**src/core/vocoder_port_pkg.sv**
```systemverilog
`default_nettype none
package vocoder_port_pkg;
  // system clock and serial timing
  localparam int unsigned CLK_SYS_HZ = 40_000_000;
  localparam int unsigned SCLK_HZ = 2_000_000;
  localparam int unsigned SAMPLE_HZ = 8_000;
  localparam int unsigned SCLK_HALF_CYC = CLK_SYS_HZ / (2 * SCLK_HZ);
  localparam int unsigned SAMPLE_CYC = CLK_SYS_HZ / SAMPLE_HZ;
  localparam int unsigned PCM_BITS = 16;
  // probe window after reset release, in cycles
  localparam int unsigned PROBE_CYC = 64;
  // bit positions of mode controls in their host registers
  localparam int unsigned AUTO_DIS_BIT = 7;
  localparam int unsigned CODEC_ENA_BIT = 0;
  // reset values
  localparam logic [15:0] PCM_RESET = 16'h0000;
  typedef enum logic [2:0] {
    PORT_OFF = 3'h1,
    PORT_VOCODER = 3'h2,
    PORT_CODEC = 3'h4
  } port_mode_t;
endpackage
`default_nettype wire

```
**src/core/pcm_shifter.sv**
```systemverilog
`default_nettype none
module pcm_shifter
  import vocoder_port_pkg::*;
#(
  parameter int unsigned WIDTH = PCM_BITS,
  parameter int unsigned HALF_CYC = SCLK_HALF_CYC
) (
  input wire logic clk_sys_in,
  input wire logic arst_n_in,
  input wire logic start_in,
  input wire logic [WIDTH-1:0] tx_word_in,
  input wire logic sdi_in,
  output logic sclk_out,
  output logic sdo_out,
  output logic cs_n_out,
  output logic [WIDTH-1:0] rx_word_out,
  output logic done_out
);
  localparam int unsigned CW = $clog2(HALF_CYC + 1);
  localparam int unsigned BW = $clog2(WIDTH + 1);
  logic [CW-1:0] div;
  logic [BW-1:0] bits;
  logic [WIDTH-1:0] tx_sh;
  logic [WIDTH-1:0] rx_sh;
  logic busy;
  wire tick = (div == CW'(HALF_CYC - 1));
  wire last = (bits == BW'(WIDTH - 1));
  wire fall = busy && tick && sclk_out;
  wire rise = busy && tick && !sclk_out;
  always_ff @(posedge clk_sys_in or negedge arst_n_in) begin
    if (!arst_n_in) begin
      div <= '0;
      bits <= '0;
      busy <= 1'b0;
      sclk_out <= 1'b0;
      sdo_out <= 1'b0;
      cs_n_out <= 1'b1;
      tx_sh <= '0;
      rx_sh <= '0;
      rx_word_out <= '0;
      done_out <= 1'b0;
    end else begin
      done_out <= 1'b0;
      div <= (busy && !tick) ? div + CW'(1) : '0;
      if (start_in && !busy) begin
        busy <= 1'b1;
        cs_n_out <= 1'b0;
        bits <= '0;
        sdo_out <= tx_word_in[WIDTH-1];
        tx_sh <= {tx_word_in[WIDTH-2:0], 1'b0};
      end
      if (rise) begin
        sclk_out <= 1'b1;
        rx_sh <= {rx_sh[WIDTH-2:0], sdi_in};
      end
      if (fall) begin
        sclk_out <= 1'b0;
        if (last) begin
          busy <= 1'b0;
          cs_n_out <= 1'b1;
          sdo_out <= 1'b0;
          rx_word_out <= rx_sh;
          done_out <= 1'b1;
        end else begin
          bits <= bits + BW'(1);
          sdo_out <= tx_sh[WIDTH-1];
          tx_sh <= {tx_sh[WIDTH-2:0], 1'b0};
        end
      end
    end
  end
endmodule
`default_nettype wire

```
**src/core/vocoder_port_mode_control.sv**
```systemverilog
// Contract
// - after reset the block probes the aux port for the companion vocoder and latches the result.
// - detected vocoder, auto-disable 0, codec mode 0 gives vocoder mode; the audio routing outputs stay low.
// - codec mode 0 with auto-disable 1 or no vocoder gives payload pass-through to the host.
// - codec mode exchanges signed 16-bit linear samples at 8 ksps each way.
// - in transmit the filtered microphone samples shift out on aux_serial_out.
// - in receive samples shift in on aux_serial_in and are filtered to output path one.
// - no vocoder, auto-disable 0, codec mode 1 enables the port only during a voice call.
// - with no vocoder detected, auto-disable set overrides gating so the port follows codec_port_enable.
// - under override the port is off while codec_port_enable is 0 and on while it is 1.
// - each transfer is 16 serial clock pulses at 2 MHz by default.
`default_nettype none
module vocoder_port_mode_control
  import vocoder_port_pkg::*;
#(
  parameter int unsigned WIDTH = PCM_BITS,
  parameter int unsigned SAMPLE_PERIOD = SAMPLE_CYC
) (
  input wire logic clk_sys_in,
  input wire logic arst_n_in,
  input wire logic [7:0] modem_config_in,
  input wire logic [7:0] codec_control_in,
  input wire logic codec_mode_in,
  input wire logic voice_call_in,
  input wire logic tx_active_in,
  input wire logic rx_active_in,
  input wire logic vocoder_present_in,
  input wire logic [WIDTH-1:0] mic_sample_in,
  input wire logic aux_serial_in,
  output logic aux_serial_out,
  output logic aux_sclk_out,
  output logic aux_cs_n_out,
  output logic probe_done_out,
  output logic vocoder_detected_out,
  output logic vocoder_mode_out,
  output logic host_payload_out,
  output logic codec_port_active_out,
  output logic input_path_two_out,
  output logic output_path_one_out,
  output logic [WIDTH-1:0] audio_sample_out,
  output logic audio_valid_out
);
  localparam int unsigned SW = $clog2(SAMPLE_PERIOD + 1);
  localparam int unsigned PW = $clog2(PROBE_CYC + 1);
  localparam int unsigned NPIN = 2;
  localparam int unsigned PIN_SDI = 0;
  localparam int unsigned PIN_PRES = 1;
  wire [NPIN-1:0] pin_raw = {vocoder_present_in, aux_serial_in};
  wire [NPIN-1:0] pin_sync;
  logic [PW-1:0] probe_cnt;
  logic [SW-1:0] sample_cnt;
  logic [WIDTH-1:0] mic_lp;
  logic [WIDTH-1:0] audio_lp;
  logic [WIDTH-1:0] rx_word;
  logic rx_done;
  logic sclk;
  logic sdo;
  logic cs_n;
  port_mode_t mode;
  port_mode_t next_mode;
  // low pass step: sign-extended sum so the average cannot overflow
  function automatic logic [WIDTH-1:0] avg_step(input logic [WIDTH-1:0] prev,
                                                 input logic [WIDTH-1:0] sample);
    logic [WIDTH:0] sum;
    sum = {prev[WIDTH-1], prev} + {sample[WIDTH-1], sample};
    return sum[WIDTH:1];
  endfunction
  // flag for one one-hot state
  function automatic logic in_mode(input port_mode_t cur, input port_mode_t want);
    return cur == want;
  endfunction
  // two-stage synchronisers for pins
  for (genvar i = 0; i < NPIN; i++) begin : g_sync
    logic meta;
    logic sync;
    always_ff @(posedge clk_sys_in or negedge arst_n_in) begin
      if (!arst_n_in) begin
        meta <= 1'b0;
        sync <= 1'b0;
      end else begin
        meta <= pin_raw[i];
        sync <= meta;
      end
    end
    assign pin_sync[i] = sync;
  end
  wire sdi_sync = pin_sync[PIN_SDI];
  wire pres_sync = pin_sync[PIN_PRES];
  // presence probe after reset release
  wire probing = (probe_cnt != PW'(PROBE_CYC));
  always_ff @(posedge clk_sys_in or negedge arst_n_in) begin
    if (!arst_n_in) begin
      probe_cnt <= '0;
      vocoder_detected_out <= 1'b0;
      probe_done_out <= 1'b0;
    end else if (probing) begin
      probe_cnt <= probe_cnt + PW'(1);
      if (pres_sync) vocoder_detected_out <= 1'b1;
    end else begin
      probe_done_out <= 1'b1;
    end
  end
  // mode decode
  wire auto_dis = modem_config_in[AUTO_DIS_BIT];
  wire codec_ena = codec_control_in[CODEC_ENA_BIT];
  wire detected = vocoder_detected_out;
  wire call_busy = voice_call_in && (tx_active_in || rx_active_in);
  wire vocoder_sel = detected && !auto_dis && !codec_mode_in;
  wire payload_sel = !codec_mode_in && (auto_dis || !detected);
  wire auto_gate = !detected && !auto_dis && codec_mode_in && call_busy;
  wire override_gate = !detected && auto_dis && codec_ena;
  wire vocoder_on = probe_done_out && vocoder_sel;
  wire payload_on = probe_done_out && payload_sel;
  wire codec_on = probe_done_out && (auto_gate || override_gate);
  // mode choice, inputs count only once the probe is over
  always_comb begin
    next_mode = PORT_OFF;
    case ({vocoder_on, codec_on})
      2'b10: next_mode = PORT_VOCODER;
      2'b01: next_mode = PORT_CODEC;
      default: next_mode = PORT_OFF;
    endcase
  end
  wire next_vocoder = in_mode(next_mode, PORT_VOCODER);
  wire next_codec = in_mode(next_mode, PORT_CODEC);
  wire codec_now = in_mode(mode, PORT_CODEC);
  // mode state
  always_ff @(posedge clk_sys_in or negedge arst_n_in) begin
    if (!arst_n_in) begin
      mode <= PORT_OFF;
    end else begin
      mode <= next_mode;
    end
  end
  // mode outputs
  always_ff @(posedge clk_sys_in or negedge arst_n_in) begin
    if (!arst_n_in) begin
      vocoder_mode_out <= 1'b0;
      host_payload_out <= 1'b0;
    end else begin
      vocoder_mode_out <= next_vocoder;
      host_payload_out <= payload_on;
    end
  end
  // codec port enable and audio routing
  always_ff @(posedge clk_sys_in or negedge arst_n_in) begin
    if (!arst_n_in) begin
      codec_port_active_out <= 1'b0;
      input_path_two_out <= 1'b0;
      output_path_one_out <= 1'b0;
    end else begin
      codec_port_active_out <= next_codec;
      input_path_two_out <= next_codec;
      output_path_one_out <= next_codec;
    end
  end
  // 8 ksps sample strobe while codec port is on
  wire strobe = codec_now && (sample_cnt == SW'(SAMPLE_PERIOD - 1));
  wire [SW-1:0] next_sample_cnt = (!codec_now || strobe) ? '0 : sample_cnt + SW'(1);
  always_ff @(posedge clk_sys_in or negedge arst_n_in) begin
    if (!arst_n_in) begin
      sample_cnt <= '0;
    end else begin
      sample_cnt <= next_sample_cnt;
    end
  end
  // mic low pass, the fresh value is the word sent
  wire [WIDTH-1:0] next_mic_lp = avg_step(mic_lp, mic_sample_in);
  always_ff @(posedge clk_sys_in or negedge arst_n_in) begin
    if (!arst_n_in) begin
      mic_lp <= PCM_RESET;
    end else if (strobe) begin
      mic_lp <= next_mic_lp;
    end
  end
  // received low pass and audio output
  wire [WIDTH-1:0] next_audio_lp = avg_step(audio_lp, rx_word);
  wire audio_wanted = rx_active_in || auto_dis;
  always_ff @(posedge clk_sys_in or negedge arst_n_in) begin
    if (!arst_n_in) begin
      audio_lp <= PCM_RESET;
      audio_sample_out <= PCM_RESET;
    end else if (rx_done) begin
      audio_lp <= next_audio_lp;
      audio_sample_out <= next_audio_lp;
    end
  end
  always_ff @(posedge clk_sys_in or negedge arst_n_in) begin
    if (!arst_n_in) begin
      audio_valid_out <= 1'b0;
    end else begin
      audio_valid_out <= rx_done && audio_wanted;
    end
  end
  // serial engine; a word in flight still finishes if the port drops
  pcm_shifter #(
    .WIDTH(WIDTH),
    .HALF_CYC(SCLK_HALF_CYC)
  ) u_shift (
    .clk_sys_in(clk_sys_in),
    .arst_n_in(arst_n_in),
    .start_in(strobe),
    .tx_word_in(next_mic_lp),
    .sdi_in(sdi_sync),
    .sclk_out(sclk),
    .sdo_out(sdo),
    .cs_n_out(cs_n),
    .rx_word_out(rx_word),
    .done_out(rx_done)
  );
  // registered pin outputs, idle while no transfer runs
  always_ff @(posedge clk_sys_in or negedge arst_n_in) begin
    if (!arst_n_in) begin
      aux_sclk_out <= 1'b0;
      aux_serial_out <= 1'b0;
      aux_cs_n_out <= 1'b1;
    end else begin
      aux_sclk_out <= sclk;
      aux_serial_out <= sdo;
      aux_cs_n_out <= cs_n;
    end
  end
endmodule
`default_nettype wire

```
**config.mk**
```make
export PLATFORM = sky130hd
export DESIGN_NAME = vocoder_port_mode_control
export DESIGN_NICKNAME = d
export VERILOG_FILES = /design/src/core/vocoder_port_pkg.sv /design/src/core/pcm_shifter.sv /design/src/core/vocoder_port_mode_control.sv
export SDC_FILE = /design/constraint.sdc
export NUM_CORES = 1
export LEC_CHECK = 0
export ABC_AREA = 1
export BUFFER_PORTS_ARGS = -buffer_cell sky130_fd_sc_hd__buf_2
export CORE_ASPECT_RATIO = 1.75
export CORE_UTILIZATION = 25
export CTS_BUF_LIST = sky130_fd_sc_hd__clkbuf_8
export CTS_CLUSTER_SIZE = 24
export DETAILED_ROUTE_END_ITERATION = 10
export GPL_TIMING_DRIVEN = 0
export PLACE_DENSITY = 0.46
export SETUP_SLACK_MARGIN = 0.15
export SYNTH_ARGS = -nofsm -noshare
export SYNTH_HDL_FRONTEND = slang
export SYNTH_HIERARCHICAL = 1
export SYNTH_SLANG_ARGS = --single-unit
```
**constraint.sdc**
```tcl
create_clock -name clk_sys_in -period 4.6 [get_ports clk_sys_in]
set_clock_uncertainty 0.05 [all_clocks]
set_input_delay 0.23 -clock clk_sys_in [delete_from_list [all_inputs] [get_ports clk_sys_in]]
set_output_delay 0.23 -clock clk_sys_in [all_outputs]
set_load 0.02 [all_outputs]
```
---- Word-level counts from Yosys, hierarchy flattened ----
Index checks and enable logic that the tools add are counted.
storage, ports and cells
  register bits after elaboration ......... 130
  latch bits .............................. 0
  bits in writable memories ............... 0
  memory bits (read-only) ................. 0
  bits of input ports ..................... 40
  output and inout bits ................... 27
  word-level logic and storage cells ...... 100
  memories ................................ 0
operators by class
  $add $sub $neg .......................... 6
  $mul .................................... 0
  divide/modulo/power cells ............... 0
  order comparisons ....................... 0
  eq/ne operators ......................... 9
  shifts and indexed selects .............. 0
  multiplexer cells ....................... 22
  bitwise gates (word level) .............. 0
  reductions and logical operators ........ 35
operator list
  cell                                                                    count
  16-bit two-way mux                                                      3
  16-bit by 16-bit adder with 17-bit output                               2
  1-bit logical AND                                                       19
  5-bit two-way mux                                                       3
  13-bit by 1-bit adder with 13-bit output (second input constant)        1
  13-bit equality test (second input constant)                            1
  1-bit two-way mux                                                       13
  13-bit two-way mux                                                      1
  7-bit by 1-bit adder with 7-bit output (second input constant)          1
  1-bit logical NOT                                                       7
  7-bit inequality test (second input constant)                           1
  3-bit equality test (second input constant)                             2
  3-bit one-hot mux with 2 select lines                                   1
  5-bit by 1-bit adder with 5-bit output (second input constant)          1
  5-bit by 4-bit equality test with 1-bit output (second input constant)  1
  1-bit logical OR                                                        5
  4-bit by 1-bit adder with 4-bit output (second input constant)          1
  4-bit equality test (second input constant)                             1
  4-bit two-way mux                                                       1
  2-bit AND reduction                                                     2
  2-bit nonzero test                                                      2
  3-bit by 2-bit equality test with 1-bit output (second input constant)  1
  2-bit by 1-bit equality test with 1-bit output (second input constant)  1
  2-bit equality test (second input constant)                             1

---- Depth between registers and ports, before layout ----
  word-level depth ........................ 9
  depth in mapped cells ................... 15
  gate-level depth less buffers ........... 15

---- Hierarchy ----
The synthesis kept the hierarchy.
modules (own cells, without submodules)
  module                     times used  cells an instance  area each (µm²)  sequential area each (µm²)
  vocoder_port_mode_control  1           664                4,620.7          1,654.1
  pcm_shifter                1           335                2,882.8          1,552.7

---- Worst setup path after synthesis ----
Ideal clock, no wire load.
  path kind ............................... register to register
  start ................................... register sample_cnt[0]
  end ..................................... register u_shift.bits[3]
  setup time .............................. 0.124 ns
  arrival ................................. 1.652 ns
  required time ........................... 4.426 ns
  setup slack ............................. 2.774 ns
  cell stages (with the launch flop) ...... 13
  path buffers ............................ 2
  period minus slack after synthesis ...... 1.826 ns
  path through ............................ dfrtp_1 > ha_1 > nand2_1 > inv_1 > nand4_4 > nor2_8 > buf_6 > nand2_2 > inv_1 > buf_2 > nor2_1 > nand2_1 > nand3_1
between the ends
  longest elaborated chain between the ends .. 6
RTL lines
  element                 line                              source
  from (decl)             vocoder_port_mode_control.sv:51   logic [SW-1:0] sample_cnt;
  from (signal assigned)  vocoder_port_mode_control.sv:164  sample_cnt <= next_sample_cnt;
  13-bit equality test *  vocoder_port_mode_control.sv:158  wire strobe = codec_now && (sample_cnt == SW'(SAMPLE_PERIOD - 1));
  1-bit logical AND *     vocoder_port_mode_control.sv:158
  named net strobe        vocoder_port_mode_control.sv:158
  1-bit logical AND *     pcm_shifter.sv:45                 if (start_in && !busy) begin
  5-bit two-way mux *     pcm_shifter.sv:45
  5-bit two-way mux       pcm_shifter.sv:58                 if (last) begin
  5-bit two-way mux *     pcm_shifter.sv:56                 if (fall) begin
  to (signal assigned)    pcm_shifter.sv:65                 bits <= bits + BW'(1);
  to (decl)               pcm_shifter.sv:22                 logic [BW-1:0] bits;
Mark *: on every way through the listed nets, which the timed path passes. The rest lies on a longest branch.
A chain may end at the register's enable or synchronous reset.

---- Worst setup path after layout ----
Ends and elaborated chain as after synthesis.

==> summary.txt <==
Critical path
  – WP data required: around 4900 ps
  – CP top delay family: simple AND/OR/NAND/NOR gates
  – Reg2reg start: sample_cnt[0]
  – Slowest cell on the critical path: dfrtp_1
  – Worst-path maximum fanout: 11
  – Crit start category: flip-flop
  – Nature of the critical path endpoint: flip-flop
  – Reg-to-reg slack, setup: around 2400 ps
  – WP data arrival: about 2500 ps
  – CP startpoint: sample_cnt[0]
  – Worst path bufs/invs: 4
  – Max incr delay on CP: around 380 ps
  – Crit Path Category: flip-flop to flip-flop
  – Worst path cell trace: ha_1, nand2_1, inv_1, nand4_4, nor2_8, buf_6, nand2_2, inv_1, buf_2, nor2_1, nand2_1, nand3_1

Floorplan
  – Initial Util: 0.255
  – Die Wd: ~130 um
  – Die Ht: roughly 230 um
  – Num rows: 83
  – Die ar.: roughly 0.03 mm2
  – Io pins: 67
  – CORE AREA: roughly 0.029 mm2

Timing
  – Max-slew headroom at the worst pin: 0.513
  – Worst-margin pin slew: approximately 730 ps
  – RSZ-0062 raised after global routing: no
  – Slew Viols, Final: 0
  – Fraction of the cycle the final worst path needs: 0.480
  – Max Fclk: between 400 and 500 MHz
  – Number of hold violations in the final report: 0
  – Final worst slack: between 2000 and 2500 ps
  – # setup viols final: 0
  – Setup TNS: 0 ps
  – Tmin final: between 2000 and 2500 ps

Clock tree
  – TritonCTS clock tree: yes
  – H-tree depth: 4
  – Root Buffer: clkbuf_8
  – CTS max path bufs: 2
  – Worst-skew pair later-pin latency: about 470 ps
  – Post-cts resize count: 0
  – Total CTS buffers: 17
  – Reg clk slew, reported paths: roughly 80 ps
  – Sink Count: 128

Yosys
  – Syn avg cell area: ~7.5 um2
  – XOR/XNOR share of the synthesized area: 0.0233
  – Syn_nets: roughly 1,100
  – Syn Inst Count: around 1,000
  – Synth cell count leaders: nand2_1, dfrtp_1, inv_1
  – Cell with the most instances after synthesis: nand2_1
  – Ys Warns: 6
  – Compound-cell area share of the yosys netlist: 0.0243
  – Yosys cell types: 41
  – Yosys top cell area share: 0.417
  – Most used DFF post-synth: dfrtp_1
  – Adder-Cell Fraction of Synth Area: 0.0687
  – Post-Synth Simple-Gate Area: 0.364
  – Async set or reset register ratio after synthesis: 1.00
  – Cell taking the most area after synthesis: dfrtp_1
  – Flops & latches, synth: 128
  – Mux share of post-synthesis cell area: 0
  – Synth area leaders: dfrtp_1, nand2_1, ha_1
  – Syn Std Cell Area: roughly 0.0075 mm2
  – Post-synth EDFFs: 0
  – Seq/Total Area, Yosys: 0.427
  – Largest family of logic cells by synthesized area: simple AND/OR/NAND/NOR gates

Route
  – DR vias: about 6,200
  – First drt pass iteration count: 4
  – DRC Markers: 0
  – Iter 0 DRT Violations: about 170
  – Avg WL per Cell: between 10 and 15 um
  – Final ANT Viol Nets: 0
  – Final WL: ~18,000 um
  – Vias per cell: 4.22

Hold path
  – Hold Crit Class: input port to flip-flop
  – Hold_sp: modem_config_in[7]

Status
  – Status: complete, no violations

Placed design
  – Port Buffers: 52
  – Placed Area: just over 0.008 mm2
  – HPWL after detailed placement: ~14,000 um
  – Gpl congestion: 0.820
  – Post-placement setup slack: ~2400 ps
  – # placed instances: about 1,400

GRT
  – GR Util All Layers: 0.129
  – Vias in the first global route: 6,384
  – First-pass GRT wire length: 30,800 um
  – Final global-route overflow total: 0
  – Pin count of the biggest net entering global routing: a little over 80
  – Initial antenna violation count: 0

Power and ir drop
  – Power Total: 2140 uW
  – Power per Cell Area: approximately 250 mW/mm2
  – Peak VDD IR: approximately 0.00019 V
  – Cell leakage power: a little under 0.005 uW

Final layout
  – Non-Filler Instances: 1,474
  – Layout cells sized above 1: 0.125
  – Area Growth Syn to Fin: 15.8%
  – Design Area, Final: a little under 0.009 mm2
  – Layout Nets: between 1,000 and 1,500

Flow run
  – Max capacitance violation total: 0
power by group:
group | internal [uW] | switching [uW]
Clock | 412 | 472
Sequential | 1130 | 0.423
Combinational | 44.8 | 83.4
Total | 1580 | 556
layout make-up:
type                    instances  area [um2]
diodes                          1        2.50
plain buffers                  23         219
clock buffers                  17         234
clock inverters                15         108
fillers                      3220       20700
inverters                     125         474
multi-input cells             723        3600
flip-flops and latches        128        3210
well taps                     382         478
repair buffers                 60         364
sequential cells by signal (all words and copies together), names as in the netlist, 2 cells and up:
| signal | count |
|---|---|
| audio_sample_out | 16 |
| g_sync.meta | 2 |
| g_sync.sync | 2 |
| mic_lp | 16 |
| mode | 2 |
| probe_cnt | 7 |
| sample_cnt | 13 |
| u_shift/bits | 5 |
| u_shift/div | 4 |
| u_shift/rx_sh | 16 |
| u_shift/rx_word_out | 16 |
| u_shift/tx_sh | 16 |
per-stage QoR:
stage,util,hold slack [ps]
5_1_grt,0.296,53.2
3_5_place_dp,0.282,188
6_report,0.296,84.0
2_1_floorplan,-,-116
4_1_cts,0.296,33.8
3_3_place_gp,0.280,282
cells by family (layout without fill, tap and decap cells):
kind of cell / count (synthesis) / after routing
AND/OR/NAND/NOR: 628 / 628
buffers and inverters: 148 / 240
flip-flops: 128 / 128
adder cells (fa/ha/maj): 40 / 40
AO/OA/AOI/OAI: 35 / 35
XOR/XNOR: 20 / 20
other: 0 / 1
routing by layer:
| metal | track usage | vias up | routed length (um) |
|---|---|---|---|
| met4 | 0.0585 | 0 | 450 |
| li1 | - | 3261 | - |
| met1 | 0.127 | 2873 | 7090 |
| met2 | 0.253 | 64 | 10300 |
| met5 | 0 | - | 0 |
| met3 | 0.0287 | 27 | 429 |
worst register-to-register path, stage by stage, from the launching register on:
cell and delay (ps):
dfrtp_1 380, ha_1 170, nand2_1 70, inv_1 110, nand4_4 150, nor2_8 240, buf_6 210, nand2_2 160
inv_1 120, buf_2 240, nor2_1 60, nand2_1 60, nand3_1 60
final timing paths:
check	end	cells past startpoint
worst max-delay path	u_shift/bits[3]	12
worst min register to register	g_sync[1].sync	0
worst min-delay path	mode[0]	4
max in group asynchronous	u_shift/sdo_out	3
min in group asynchronous	audio_valid_out	2
worst max register to register	u_shift/bits[3]	12
cell usage in the layout, fill, tap and decap left out, types with 2 or more instances in the layout:
cell	netlist	layout
a21oi_1	26	26
and2_1	10	10
buf_12	3	3
buf_2	5	56
buf_4	3	3
buf_6	6	7
clkbuf_1	3	3
clkbuf_8	1	18
clkinv_2	0	6
clkinv_4	0	2
clkinvlp_4	0	2
dfrtp_1	125	125
dfstp_2	3	3
dlygate4sd3_1	0	7
fa_1	2	2
ha_1	38	38
inv_1	118	122
inv_2	5	5
inv_4	2	2
nand2_1	429	429
nand2_2	5	5
nand2_4	2	2
nand3_1	91	91
nand3_2	4	4
nand3b_1	9	9
nand4_1	2	2
nand4_4	2	2
nor2_1	41	41
nor2_2	3	3
nor2_8	2	2
nor3_1	17	17
nor3_2	2	2
o211ai_1	2	2
o21ai_0	6	6
or2_2	4	4
xnor2_1	5	5
xor2_1	15	15
what timing repair did:
action                                 in CTS  in global routing
setup buffers                               0                  0
hold buffers                                7                  0
endpoints found under the hold margin      51                  0
Note: power is estimated with default switching activity, not from simulation.
